--- config.mk ---
export PLATFORM = sky130hd
export DESIGN_NAME = cbm_beam_ctrl
export DESIGN_NICKNAME = d
export VERILOG_FILES = /design/src/cbm_pkg.sv /design/src/cbm_pdm_conv.sv /design/src/cbm_res_reg.sv /design/src/cbm_beam_ctrl.sv
export SDC_FILE = /design/constraint.sdc
export NUM_CORES = 2
export LEC_CHECK = 0
export CAP_MARGIN = 5
export CORE_MARGIN = 3
export CORE_UTILIZATION = 35
export CTS_BUF_LIST = sky130_fd_sc_hd__clkbuf_4 sky130_fd_sc_hd__clkbuf_8
export DETAILED_ROUTE_END_ITERATION = 10
export DONT_BUFFER_PORTS = 1
export PLACE_DENSITY_LB_ADDON = 0.3
export RECOVER_POWER = 50
export SLEW_MARGIN = 0
export SYNTH_ARGS = -nofsm -noshare
export SYNTH_HDL_FRONTEND = slang
export SYNTH_SLANG_ARGS = --single-unit
--- constraint.sdc ---
create_clock -name clk_sys -period 55.2 [get_ports clk_sys]
set_input_delay 2.76 -clock clk_sys [delete_from_list [all_inputs] [get_ports clk_sys]]
set_output_delay 2.76 -clock clk_sys [all_outputs]
set_load 0.05 [all_outputs]
--- src/cbm_pkg.sv ---
// package for the crt beam measurement control block
// assumes a 25 MHz system clock; shared by all three design files
package cbm_pkg;
   // ==========================================================
   // timing
   localparam int          CLK_MHZ          = 25;
   localparam int          WIN_SMALL_BW_NS  = 19000;   // small bandwidth window
   localparam int          WIN_LARGE_BW_NS  = 9500;    // large bandwidth window
   localparam int          WIN_SMALL_BW_CYC = (WIN_SMALL_BW_NS * CLK_MHZ + 999) / 1000;
   localparam int          WIN_LARGE_BW_CYC = (WIN_LARGE_BW_NS * CLK_MHZ + 999) / 1000;
   localparam int          ABL_BW_HZ        = 2000;
   // first-order iir shift giving roughly 2 kHz corner at one update per sample
   localparam int          ABL_SHIFT        = 11;
   // ==========================================================
   // line offsets inside the tube sequence
   localparam logic [9:0]  RED_CUT_OFS      = 10'h002;
   localparam logic [9:0]  RECOVER_LINES    = 10'h003;
   // ==========================================================
   // widths
   localparam int          RES_W            = 8;
   localparam int          CUT_W            = 9;
   localparam int          RGB_W            = 10;
   localparam int          ATT_W            = 8;
   localparam logic [ATT_W-1:0] ATT_UNITY   = 8'hff;
   localparam int          PDM_ACC_W        = 9;
   // ==========================================================
   // tube and picture sequence states
   typedef enum logic [2:0] {
      TS_IDLE, TS_WAIT, TS_OFFSET, TS_CUT_R, TS_CUT_G, TS_CUT_B, TS_WHITE, TS_RECOVER
   } cbm_tube_st_t;
   typedef enum logic [1:0] {
      PS_IDLE, PS_ARMED, PS_RUN
   } cbm_pic_st_t;
endpackage : cbm_pkg

--- src/cbm_pdm_conv.sv ---
// pulse-density measurement converter: counts ones of the sense bit stream
// assumes pdm_bit synchronous to clk_sys; window length set by the caller
`timescale 1ns/10ps
`default_nettype none
module cbm_pdm_conv
   import cbm_pkg::*;
#(
   parameter int WIN_SMALL = WIN_SMALL_BW_CYC,
   parameter int WIN_LARGE = WIN_LARGE_BW_CYC
) (
   input  wire logic             clk_sys,  // system clock
   input  wire logic             rst,      // async reset
   input  wire logic             clk_en,   // freeze when low
   input  wire logic             pdm_bit,  // sense bit stream
   input  wire logic             start,    // start a window
   input  wire logic             bw_large, // 1 selects large bandwidth
   output logic                  done,     // one-cycle result strobe
   output logic [RES_W-1:0]      result    // 8-bit result
);
   localparam int CW = 10;
   logic [CW-1:0] cnt_q;
   logic [CW-1:0] len_q;
   logic [CW-1:0] ones_q;
   logic          busy_q;
   logic [CW+RES_W-1:0] scaled;

   // =========================================================
   // window and ones count
   assign scaled = {(RES_W)'(0), ones_q} * (CW+RES_W)'(2**RES_W - 1);

   always_ff @(posedge clk_sys or posedge rst) begin
      if (rst) begin
         cnt_q  <= '0;
         len_q  <= '0;
         ones_q <= '0;
         busy_q <= 1'b0;
         done   <= 1'b0;
         result <= '0;
      end else if (clk_en) begin
         done <= 1'b0;
         if (start) begin
            busy_q <= 1'b1;
            cnt_q  <= '0;
            ones_q <= '0;
            len_q  <= bw_large ? CW'(WIN_LARGE) : CW'(WIN_SMALL);
         end else if (busy_q) begin
            ones_q <= ones_q + CW'(pdm_bit);
            cnt_q  <= cnt_q + 1'b1;
            if (cnt_q == len_q - 1'b1) begin
               busy_q <= 1'b0;
               done   <= 1'b1;
               // normalise ones over window to full 8-bit scale
               result <= RES_W'(scaled / (CW+RES_W)'(len_q));
            end
         end
      end
   end
endmodule : cbm_pdm_conv
`default_nettype wire

--- src/cbm_res_reg.sv ---
// result holding register: keeps last completed value until next load
// assumes one-cycle load strobe
`timescale 1ns/10ps
`default_nettype none
module cbm_res_reg
   import cbm_pkg::*;
#(
   parameter int W = RES_W
) (
   input  wire logic         clk_sys, // system clock
   input  wire logic         rst,     // async reset
   input  wire logic         clk_en,  // freeze when low
   input  wire logic         load,    // capture strobe
   input  wire logic [W-1:0] din,     // new value
   output logic      [W-1:0] dout     // held value
);
   always_ff @(posedge clk_sys or posedge rst) begin
      if (rst) begin
         dout <= '0;
      end else if (clk_en && load) begin
         dout <= din;
      end
   end
endmodule : cbm_res_reg
`default_nettype wire

--- src/cbm_beam_ctrl.sv ---
// crt beam measurement and average beam limiter sequencing, top level
// assumes line/field strobes from display sync, pdm sense stream, all sync to clk_sys
`timescale 1ns/10ps
`default_nettype none
module cbm_beam_ctrl
   import cbm_pkg::*;
(
   input  wire logic               clk_sys,        // 25 MHz clock
   input  wire logic               rst,            // async reset, high
   input  wire logic               clk_en,         // freeze when low
   input  wire logic               vsync,          // field start pulse
   input  wire logic               hsync,          // line start pulse
   input  wire logic               active_line,    // line is in active picture
   input  wire logic               active_px,      // active pixel time in line
   input  wire logic               small_win,      // small horizontal window time
   input  wire logic               sense_pdm,      // sense bit stream
   input  wire logic [9:0]         tube_start_line,// tube start line
   input  wire logic               offset_check,   // offset-check mode
   input  wire logic [7:0]         meas_bright,    // brightness during tube meas
   input  wire logic [7:0]         norm_bright,    // normal brightness
   input  wire logic               pic_enable,     // pulse: arm picture meas
   input  wire logic [9:0]         pic_first_line, // picture first line
   input  wire logic [9:0]         pic_last_line,  // picture last line
   input  wire logic               pic_bw_large,   // picture bandwidth select
   input  wire logic               pic_large_win,  // picture large window select, no effect
   input  wire logic [7:0]         abl_thresh,     // limiter threshold
   input  wire logic [ATT_W-1:0]   abl_min_att,    // attenuation lower bound
   input  wire logic [ATT_W-1:0]   white_drive_r,  // white drive gain red
   input  wire logic [ATT_W-1:0]   white_drive_g,  // white drive gain green
   input  wire logic [ATT_W-1:0]   white_drive_b,  // white drive gain blue
   input  wire logic [CUT_W-1:0]   cutoff_r,       // cutoff code red
   input  wire logic [CUT_W-1:0]   cutoff_g,       // cutoff code green
   input  wire logic [CUT_W-1:0]   cutoff_b,       // cutoff code blue
   input  wire logic [CUT_W-1:0]   blank_level,    // blanking level
   input  wire logic [RGB_W-1:0]   pic_r,          // digital picture red
   input  wire logic [RGB_W-1:0]   pic_g,          // digital picture green
   input  wire logic [RGB_W-1:0]   pic_b,          // digital picture blue
   input  wire logic [2:0]         pic_prio,       // digital picture priority
   input  wire logic [2:0]         ext_prio,       // external rgb priority
   input  wire logic               ext_valid,      // external rgb present
   input  wire logic               rd_cut_b,       // pulse: blue cutoff read
   output logic [RES_W-1:0]        res_cut_r,      // cutoff red result
   output logic [RES_W-1:0]        res_cut_g,      // cutoff green result
   output logic [RES_W-1:0]        res_cut_b,      // cutoff blue result
   output logic [RES_W-1:0]        res_white,      // white drive result
   output logic [1:0]              res_white_col,  // colour of white result
   output logic [RES_W-1:0]        res_pic_min,    // picture minimum
   output logic [RES_W-1:0]        res_pic_max,    // picture maximum
   output logic                    pic_done,       // picture set complete
   output logic                    tube_busy,      // tube sequence running
   output logic                    abl_offset_adj, // limiter offset adjust line
   output logic [ATT_W-1:0]        gain_r,         // digital drive red
   output logic [ATT_W-1:0]        gain_g,         // digital drive green
   output logic [ATT_W-1:0]        gain_b,         // digital drive blue
   output logic [ATT_W-1:0]        ext_contrast,   // analog contrast gain
   output logic [7:0]              bright_out,     // brightness in use
   output logic                    zero_drive,     // cutoff/white forced zero
   output logic                    ext_on_top,     // external rgb overlays
   output logic [RGB_W-1:0]        rgb_r,          // 10-bit output red
   output logic [RGB_W-1:0]        rgb_g,          // 10-bit output green
   output logic [RGB_W-1:0]        rgb_b           // 10-bit output blue
);
   // =========================================================
   // line counter
   logic [9:0]   line_q;
   cbm_tube_st_t ts_q;
   cbm_pic_st_t  ps_q;
   logic         tube_req_q;
   logic [1:0]   white_col_q;
   logic [1:0]   rec_q;
   logic         conv_start;
   logic         conv_large;
   logic         conv_done;
   logic [RES_W-1:0] conv_res;
   logic         win_q;
   logic         tube_meas;
   logic [9:0]   line_nx;
   logic         start_hit;

   always_ff @(posedge clk_sys or posedge rst) begin
      if (rst) begin
         line_q <= '0;
      end else if (clk_en) begin
         if (vsync) begin
            line_q <= '0;
         end else if (hsync) begin
            line_q <= line_q + 1'b1;
         end
      end
   end

   // line that this hsync opens
   assign line_nx   = vsync ? '0 : line_q + 1'b1;
   assign start_hit = hsync && (line_nx == tube_start_line);

   // =========================================================
   // converter, shared by tube and picture sets
   // tube set always runs in small bandwidth, over the 475-cycle window started at hsync
   assign tube_meas  = (ts_q == TS_CUT_R) || (ts_q == TS_CUT_G) ||
                       (ts_q == TS_CUT_B) || (ts_q == TS_WHITE) || (ts_q == TS_OFFSET);
   assign conv_large = tube_meas ? 1'b0 : pic_bw_large;
   assign conv_start = clk_en && hsync &&
                       (tube_meas || ((ps_q == PS_RUN) && active_line));

   cbm_pdm_conv u_conv (
      .clk_sys  (clk_sys),
      .rst      (rst),
      .clk_en   (clk_en),
      .pdm_bit  (sense_pdm),
      .start    (conv_start),
      .bw_large (conv_large),
      .done     (conv_done),
      .result   (conv_res)
   );

   // =========================================================
   // tube sequence: in blanking, starting on the programmed line
   // a line's measurement is valid only if its window ends before the next hsync
   always_ff @(posedge clk_sys or posedge rst) begin
      if (rst) begin
         tube_req_q <= 1'b1;
      end else if (clk_en) begin
         if (rd_cut_b) begin
            tube_req_q <= 1'b1;
         end else if (ts_q == TS_WAIT && start_hit) begin
            tube_req_q <= 1'b0;
         end
      end
   end

   always_ff @(posedge clk_sys or posedge rst) begin
      if (rst) begin
         ts_q        <= TS_IDLE;
         white_col_q <= 2'h0;
         rec_q       <= 2'h0;
      end else if (clk_en) begin
         case (ts_q)
            TS_IDLE: begin
               if (vsync && tube_req_q) begin
                  ts_q <= TS_WAIT;
               end
            end
            TS_WAIT: begin
               if (start_hit) begin
                  ts_q <= TS_OFFSET;
               end
            end
            TS_OFFSET: begin
               // covers start line and start+1; red follows two lines later
               if (hsync && line_nx == tube_start_line + RED_CUT_OFS) begin
                  ts_q <= TS_CUT_R;
               end
            end
            TS_CUT_R: if (hsync) ts_q <= TS_CUT_G;
            TS_CUT_G: if (hsync) ts_q <= TS_CUT_B;
            TS_CUT_B: if (hsync) ts_q <= TS_WHITE;
            TS_WHITE: begin
               if (hsync) begin
                  ts_q  <= TS_RECOVER;
                  rec_q <= RECOVER_LINES[1:0] - 1'b1;
                  white_col_q <= (white_col_q == 2'h2) ? 2'h0 : white_col_q + 1'b1;
               end
            end
            TS_RECOVER: begin
               if (hsync) begin
                  if (rec_q == 2'h0) begin
                     ts_q <= TS_IDLE;
                  end else begin
                     rec_q <= rec_q - 1'b1;
                  end
               end
            end
            default: ts_q <= TS_IDLE;
         endcase
      end
   end

   // offset adjust on start line, i.e. two lines before red cutoff
   assign abl_offset_adj = (ts_q == TS_OFFSET) && (line_q == tube_start_line);
   assign tube_busy      = (ts_q != TS_IDLE) && (ts_q != TS_WAIT);
   assign zero_drive     = tube_meas && offset_check && (ts_q != TS_OFFSET);

   // tags the running conversion as tube or picture
   always_ff @(posedge clk_sys or posedge rst) begin
      if (rst) begin
         win_q <= 1'b0;
      end else if (clk_en) begin
         if (conv_start) win_q <= tube_meas;
      end
   end

   logic ld_r;
   logic ld_g;
   logic ld_b;
   logic ld_w;
   assign ld_r = conv_done && (ts_q == TS_CUT_R);
   assign ld_g = conv_done && (ts_q == TS_CUT_G);
   assign ld_b = conv_done && (ts_q == TS_CUT_B);
   assign ld_w = conv_done && (ts_q == TS_WHITE);

   cbm_res_reg u_cut_r (.clk_sys(clk_sys), .rst(rst), .clk_en(clk_en),
                        .load(ld_r), .din(conv_res), .dout(res_cut_r));
   cbm_res_reg u_cut_g (.clk_sys(clk_sys), .rst(rst), .clk_en(clk_en),
                        .load(ld_g), .din(conv_res), .dout(res_cut_g));
   cbm_res_reg u_cut_b (.clk_sys(clk_sys), .rst(rst), .clk_en(clk_en),
                        .load(ld_b), .din(conv_res), .dout(res_cut_b));
   cbm_res_reg u_white (.clk_sys(clk_sys), .rst(rst), .clk_en(clk_en),
                        .load(ld_w), .din(conv_res), .dout(res_white));

   always_ff @(posedge clk_sys or posedge rst) begin
      if (rst) begin
         res_white_col <= 2'h0;
      end else if (clk_en && ts_q == TS_WHITE && hsync) begin
         res_white_col <= white_col_q;
      end
   end

   // =========================================================
   // picture measurement: armed by software, runs over a line range
   logic [RES_W-1:0] min_d;
   logic [RES_W-1:0] max_d;
   logic             pic_ld;
   logic             pic_first_q;

   always_ff @(posedge clk_sys or posedge rst) begin
      if (rst) begin
         ps_q        <= PS_IDLE;
         pic_done    <= 1'b0;
         pic_first_q <= 1'b1;
      end else if (clk_en) begin
         case (ps_q)
            PS_IDLE: begin
               if (pic_enable) begin
                  ps_q     <= PS_ARMED;
                  pic_done <= 1'b0;
               end
            end
            PS_ARMED: begin
               if (vsync) begin
                  ps_q        <= PS_RUN;
                  pic_first_q <= 1'b1;
               end
            end
            PS_RUN: begin
               if (pic_ld) begin
                  pic_first_q <= 1'b0;
               end
               if (hsync && line_q > pic_last_line) begin
                  ps_q     <= PS_IDLE;
                  pic_done <= 1'b1;
               end
            end
            default: ps_q <= PS_IDLE;
         endcase
      end
   end

   assign pic_ld = conv_done && !win_q && (ps_q == PS_RUN) &&
                   (line_q >= pic_first_line) && (line_q <= pic_last_line) &&
                   (pic_large_win || small_win || 1'b1);
   assign min_d  = (pic_first_q || conv_res < res_pic_min) ? conv_res : res_pic_min;
   assign max_d  = (pic_first_q || conv_res > res_pic_max) ? conv_res : res_pic_max;

   cbm_res_reg u_pmin (.clk_sys(clk_sys), .rst(rst), .clk_en(clk_en),
                       .load(pic_ld), .din(min_d), .dout(res_pic_min));
   cbm_res_reg u_pmax (.clk_sys(clk_sys), .rst(rst), .clk_en(clk_en),
                       .load(pic_ld), .din(max_d), .dout(res_pic_max));

   // =========================================================
   // average beam limiter: iir over active picture, excess reduces gain
   logic [RES_W+ABL_SHIFT-1:0] avg_q;
   logic [RES_W-1:0]           avg;
   logic [ATT_W-1:0]           att_q;
   logic [ATT_W-1:0]           att_raw;
   logic [RES_W-1:0]           excess;
   logic                       abl_off;

   assign avg     = avg_q[RES_W+ABL_SHIFT-1:ABL_SHIFT];
   assign excess  = (avg > abl_thresh) ? avg - abl_thresh : '0;
   assign att_raw = ATT_UNITY - excess;
   assign abl_off = (ts_q != TS_IDLE) && (ts_q != TS_WAIT);

   always_ff @(posedge clk_sys or posedge rst) begin
      if (rst) begin
         avg_q <= '0;
      end else if (clk_en && active_line && active_px) begin
         avg_q <= avg_q - (avg_q >> ABL_SHIFT)
                  + ({{(ABL_SHIFT+RES_W-1){1'b0}}, sense_pdm} << RES_W);
      end
   end

   always_ff @(posedge clk_sys or posedge rst) begin
      if (rst) begin
         att_q <= ATT_UNITY;
      end else if (clk_en) begin
         att_q <= (att_raw < abl_min_att) ? abl_min_att : att_raw;
      end
   end

   function automatic logic [ATT_W-1:0] scale(input logic [ATT_W-1:0] a,
                                              input logic [ATT_W-1:0] b);
      logic [2*ATT_W-1:0] p;
      p = a * b;
      return p[2*ATT_W-1:ATT_W];
   endfunction : scale

   always_ff @(posedge clk_sys or posedge rst) begin
      if (rst) begin
         gain_r       <= '0;
         gain_g       <= '0;
         gain_b       <= '0;
         ext_contrast <= ATT_UNITY;
         bright_out   <= '0;
      end else if (clk_en) begin
         gain_r       <= abl_off ? white_drive_r : scale(white_drive_r, att_q);
         gain_g       <= abl_off ? white_drive_g : scale(white_drive_g, att_q);
         gain_b       <= abl_off ? white_drive_b : scale(white_drive_b, att_q);
         ext_contrast <= abl_off ? ATT_UNITY : att_q;
         bright_out   <= abl_off ? meas_bright : norm_bright;
      end
   end

   // =========================================================
   // output path: priority select, then cutoff plus blanking
   logic             ext_wins;
   logic [RGB_W:0]   sum_r;
   logic [RGB_W:0]   sum_g;
   logic [RGB_W:0]   sum_b;
   logic [CUT_W:0]   ofs_r;
   logic [CUT_W:0]   ofs_g;
   logic [CUT_W:0]   ofs_b;

   // lower number is higher priority; external blanks digital when it wins
   assign ext_wins = ext_valid && (ext_prio < pic_prio);
   assign ofs_r = zero_drive ? '0 : {1'b0, cutoff_r} + {1'b0, blank_level};
   assign ofs_g = zero_drive ? '0 : {1'b0, cutoff_g} + {1'b0, blank_level};
   assign ofs_b = zero_drive ? '0 : {1'b0, cutoff_b} + {1'b0, blank_level};
   assign sum_r = (ext_wins ? '0 : {1'b0, pic_r}) + (RGB_W+1)'(ofs_r);
   assign sum_g = (ext_wins ? '0 : {1'b0, pic_g}) + (RGB_W+1)'(ofs_g);
   assign sum_b = (ext_wins ? '0 : {1'b0, pic_b}) + (RGB_W+1)'(ofs_b);

   always_ff @(posedge clk_sys or posedge rst) begin
      if (rst) begin
         rgb_r      <= '0;
         rgb_g      <= '0;
         rgb_b      <= '0;
         ext_on_top <= 1'b0;
      end else if (clk_en) begin
         // clip to full scale rather than wrap
         rgb_r      <= sum_r[RGB_W] ? '1 : sum_r[RGB_W-1:0];
         rgb_g      <= sum_g[RGB_W] ? '1 : sum_g[RGB_W-1:0];
         rgb_b      <= sum_b[RGB_W] ? '1 : sum_b[RGB_W-1:0];
         ext_on_top <= ext_wins;
      end
   end
endmodule : cbm_beam_ctrl
`default_nettype wire

==> impl_metrics.csv <==
group,metric,value,unit
outcome,outcome,"finished, violations left",
outcome,violations,"capacitance limit, slew limit",
sta,hold_violations,0,
route,drt-initial-drc-count,1051,
pwr,max-vdd-ir-drop,0.0411,mV
pwr,total_power,1.94,mW
route,wl,75.4,mm
global_route,grt_max_degree,127,
route,wl_per_cell,17.1,um
clocking,clk_pin_slew,0.07,ns
synth,yosys-top-cells-area,"ha_1, dfrtp_1, fa_1, inv_1, a21oi_1",
route,drc,0,
finish,syn_to_final_growth,6.72,%
setup_path,crit_slowest_cell,"o21ai_0",
clocking,postCtsHoldBufs,0,
clocking,h-tree-depth,2,
pwr,internal-power,0.924,mW
synth,synth_fp_nets,4117,
place,post-dp-hpwl,59.0,mm
synth,syn_avg_cell_area,8.37,um^2
synth,yosys.area.top_type,"ha_1",
sta,finalCritPeriodShare,85.4,%
synth,synth_edf_count,0,
finish,stdcell_count,4412,
finish,fin_area,30100,um^2
synth,ys_warn_count,0,
clocking,numCtsBuffers,39,
floorplan,start_util,35.6,%
pwr,cellPowerDensity,64.3,nW/um^2
place,dp.cells,4335,
sta,whs,0.489,ns
place,dpl_cell_area,29300,um^2
setup_path,crit_top_cell,"o21a_1",
sta,rsz0062_at_grt,"false",
clocking,postCtsResizedCells,0,
setup_path,critPathMaxFanout,20,
sta,worstMarginPinSlew,4.08,ns
clocking,clockBufferDepth,3,
synth,synth-seq-area-share,18.2,%
setup_path,cp_slowest_stage_delay,0.80,ns
setup_path,worst_setup_path_start_kind,"flop",
pwr,p_leak,15.2,nW
global_route,grt_pass1_vias,22600,
setup_path,path_class,"reg -> reg",
sta,finalSetupTns,0,ns
clocking,worstSkewPairLatency,0.62,ns
setup_path,crit_arrival,47.62,ns
finish,drive_gt1_share,7.06,%
pwr,seq_power_share,18.6,%
route,ant_nets,0,
sta,fmax,21.2,MHz
global_route,grt_usage,17.6,%
setup_path,end_kind,"flop",
floorplan,fp.dieArea,84100,um^2
clocking,cts_root_buf,"clkbuf_8",
synth,synth_cell_types,105,
floorplan,die_h,290,um
sta,post-route-min-period,47.12,ns
sta,finalSetupViolCount,0,
floorplan,dieWidth,290,um
finish,fillerInstances,8282,
synth,synth-main-ff-cell,"dfrtp_1",
sta,slew_viol_final,276,
synth,syn_inst,3373,
synth,synth_top_area_share,18.6,%
synth,syn_area,28200,um^2
global_route,antenna_found_initial,5,
pwr,swShare,52.3,%
route,viasPerCell,5.26,
finish,layout_commonest_cell,"ha_1",
min_path,hold_class,"reg -> reg",
floorplan,rows,103,
clocking,cts_tree,"done",
place,portBuffers,0,
place,gp_congestion,0.890,
finish,final_cell_mix,"ha_1, inv_1, nand2_1, nor2_1, a21oi_1",
floorplan,coreArea,79400,um^2
synth,async_reset_ff_share,100,%
synth,ys_ff_latch,204,
finish,finalNetCount,4070,
floorplan,ioPinCount,298,
global_route,grt_pass1_wl,122,mm
clocking,cts_setup_buffers,0,
pwr,combPwrFrac,72.9,%
job,drv_cap,5,
clocking,clkSinkCount,204,
pwr,p_sw,1.01,mW
global_route,overflow,0,
sta,finClkSkew,0.0596,ns
route,vias,23200,
route,dr.pass1.iters,5,
setup_path,crit_required,55.70,ns
sta,relSlewSlack,-174,%
pwr,power_frac_clock,8.5,%
worst paths after layout:
check / endpoint / start / cells after the start / slack (ns)
hold / removal: avg_q[0] / avg_q[0] / 2 / 0.49
max in group asynchronous: gain_r[7] / rst / 2 / 47.47
setup / recovery: u_conv.result[0] / u_conv.ones_q[5] / 193 / 8.08
min in group asynchronous: u_white.dout[0] / rst / 1 / 3.26
setup reg to reg: u_conv.result[0] / u_conv.ones_q[5] / 193 / 8.08
hold reg to reg: avg_q[0] / avg_q[0] / 2 / 0.49
Yosys cell counts (9+ instances only):
| master | number |
|---|---|
| nor2_1 | 261 |
| nand3_1 | 36 |
| ha_1 | 420 |
| nor2b_1 | 42 |
| o211ai_1 | 13 |
| fa_1 | 151 |
| mux2i_1 | 30 |
| a21o_1 | 80 |
| and3_1 | 16 |
| nand2b_1 | 35 |
| o31ai_1 | 35 |
| a211o_1 | 9 |
| or3_1 | 14 |
| nand4_1 | 24 |
| nand2_1 | 269 |
| a31oi_1 | 20 |
| dfrtp_1 | 186 |
| clkbuf_1 | 103 |
| o21ai_0 | 143 |
| o21a_1 | 90 |
| o21bai_1 | 27 |
| a21oi_1 | 246 |
| xor2_1 | 62 |
| xnor2_1 | 120 |
| mux2_2 | 70 |
| inv_1 | 379 |
| nor3_1 | 137 |
| and2_1 | 127 |
| dfstp_2 | 18 |
| nor4_1 | 15 |
area by class of cell:
cell class                      instances  area, um^2  share of cell area (%)
Multi-Input combinational cell       2673       21200                    70.5
Sequential cell                       204        5130                    17.0
Inverter                              384        1440                    4.79
Tap cell                             1050        1310                    4.36
Clock buffer                           54         668                    2.22
Clock inverter                         18         170                   0.565
Timing Repair Buffer                   24         154                   0.511
Antenna cell                            5        12.5                  0.0415
worst max-delay path, delay by kind of cell, from the launching register on:
kind | cells | cell delay (ns)
flops | 1 | 0.52
buf+inv | 12 | 1.69
xor+xnor | 1 | 0.28
simple gates | 44 | 9.45
mux | 7 | 2.38
compound gates | 106 | 24.50
fa+ha+maj | 23 | 8.05
kinds of logic after synthesis:
kind of cell             count (synthesis)  synth area share [%]
AO/OA/AOI/OAI                          785                  18.3
XOR/XNOR                               182                  5.65
adder cells (fa/ha/maj)                574                  29.4
buffers and inverters                  496                  6.64
flip-flops                             204                  18.2
multiplexers                           103                  4.04
AND/OR/NAND/NOR                       1029                  17.8
through the flow:
stage / setup slack [ns] / util (%)
detailed placement: 8.11 / 36.9
floorplan: 13.48 / -
global route: 4.01 / 37.9
CTS: 8.03 / 38.0
global placement: 8.46 / 36.9
finish: 8.08 / 37.9
registers in the layout, summed over array words and instances (netlist names), 10 cells and up:
register / cells
avg_q: 19
line_q: 10
rgb_b: 10
rgb_g: 10
rgb_r: 10
u_conv.cnt_q: 10
u_conv.ones_q: 10
power by group through the flow:
stage               sequential [mW]  clock, mW  combinational [mW]
floorplan                     0.313          0                1.19
global placement              0.364          0                1.39
detailed placement            0.364          0                1.41
CTS                           0.361      0.171                1.43
global route                  0.368      0.177                1.65
finish                        0.360      0.165                1.41
routing by layer:
metal | vias to the layer above | share of wire [%] | global-route usage, %
li1 | 11600 | - | -
met4 | 0 | 1.9 | 4.32
met5 | - | 0 | 0
met3 | 89 | 6.3 | 3.63
met2 | 506 | 44 | 27.8
met1 | 11100 | 48 | 24.5
No activity file was read; power rests on OpenSTA's default activity.
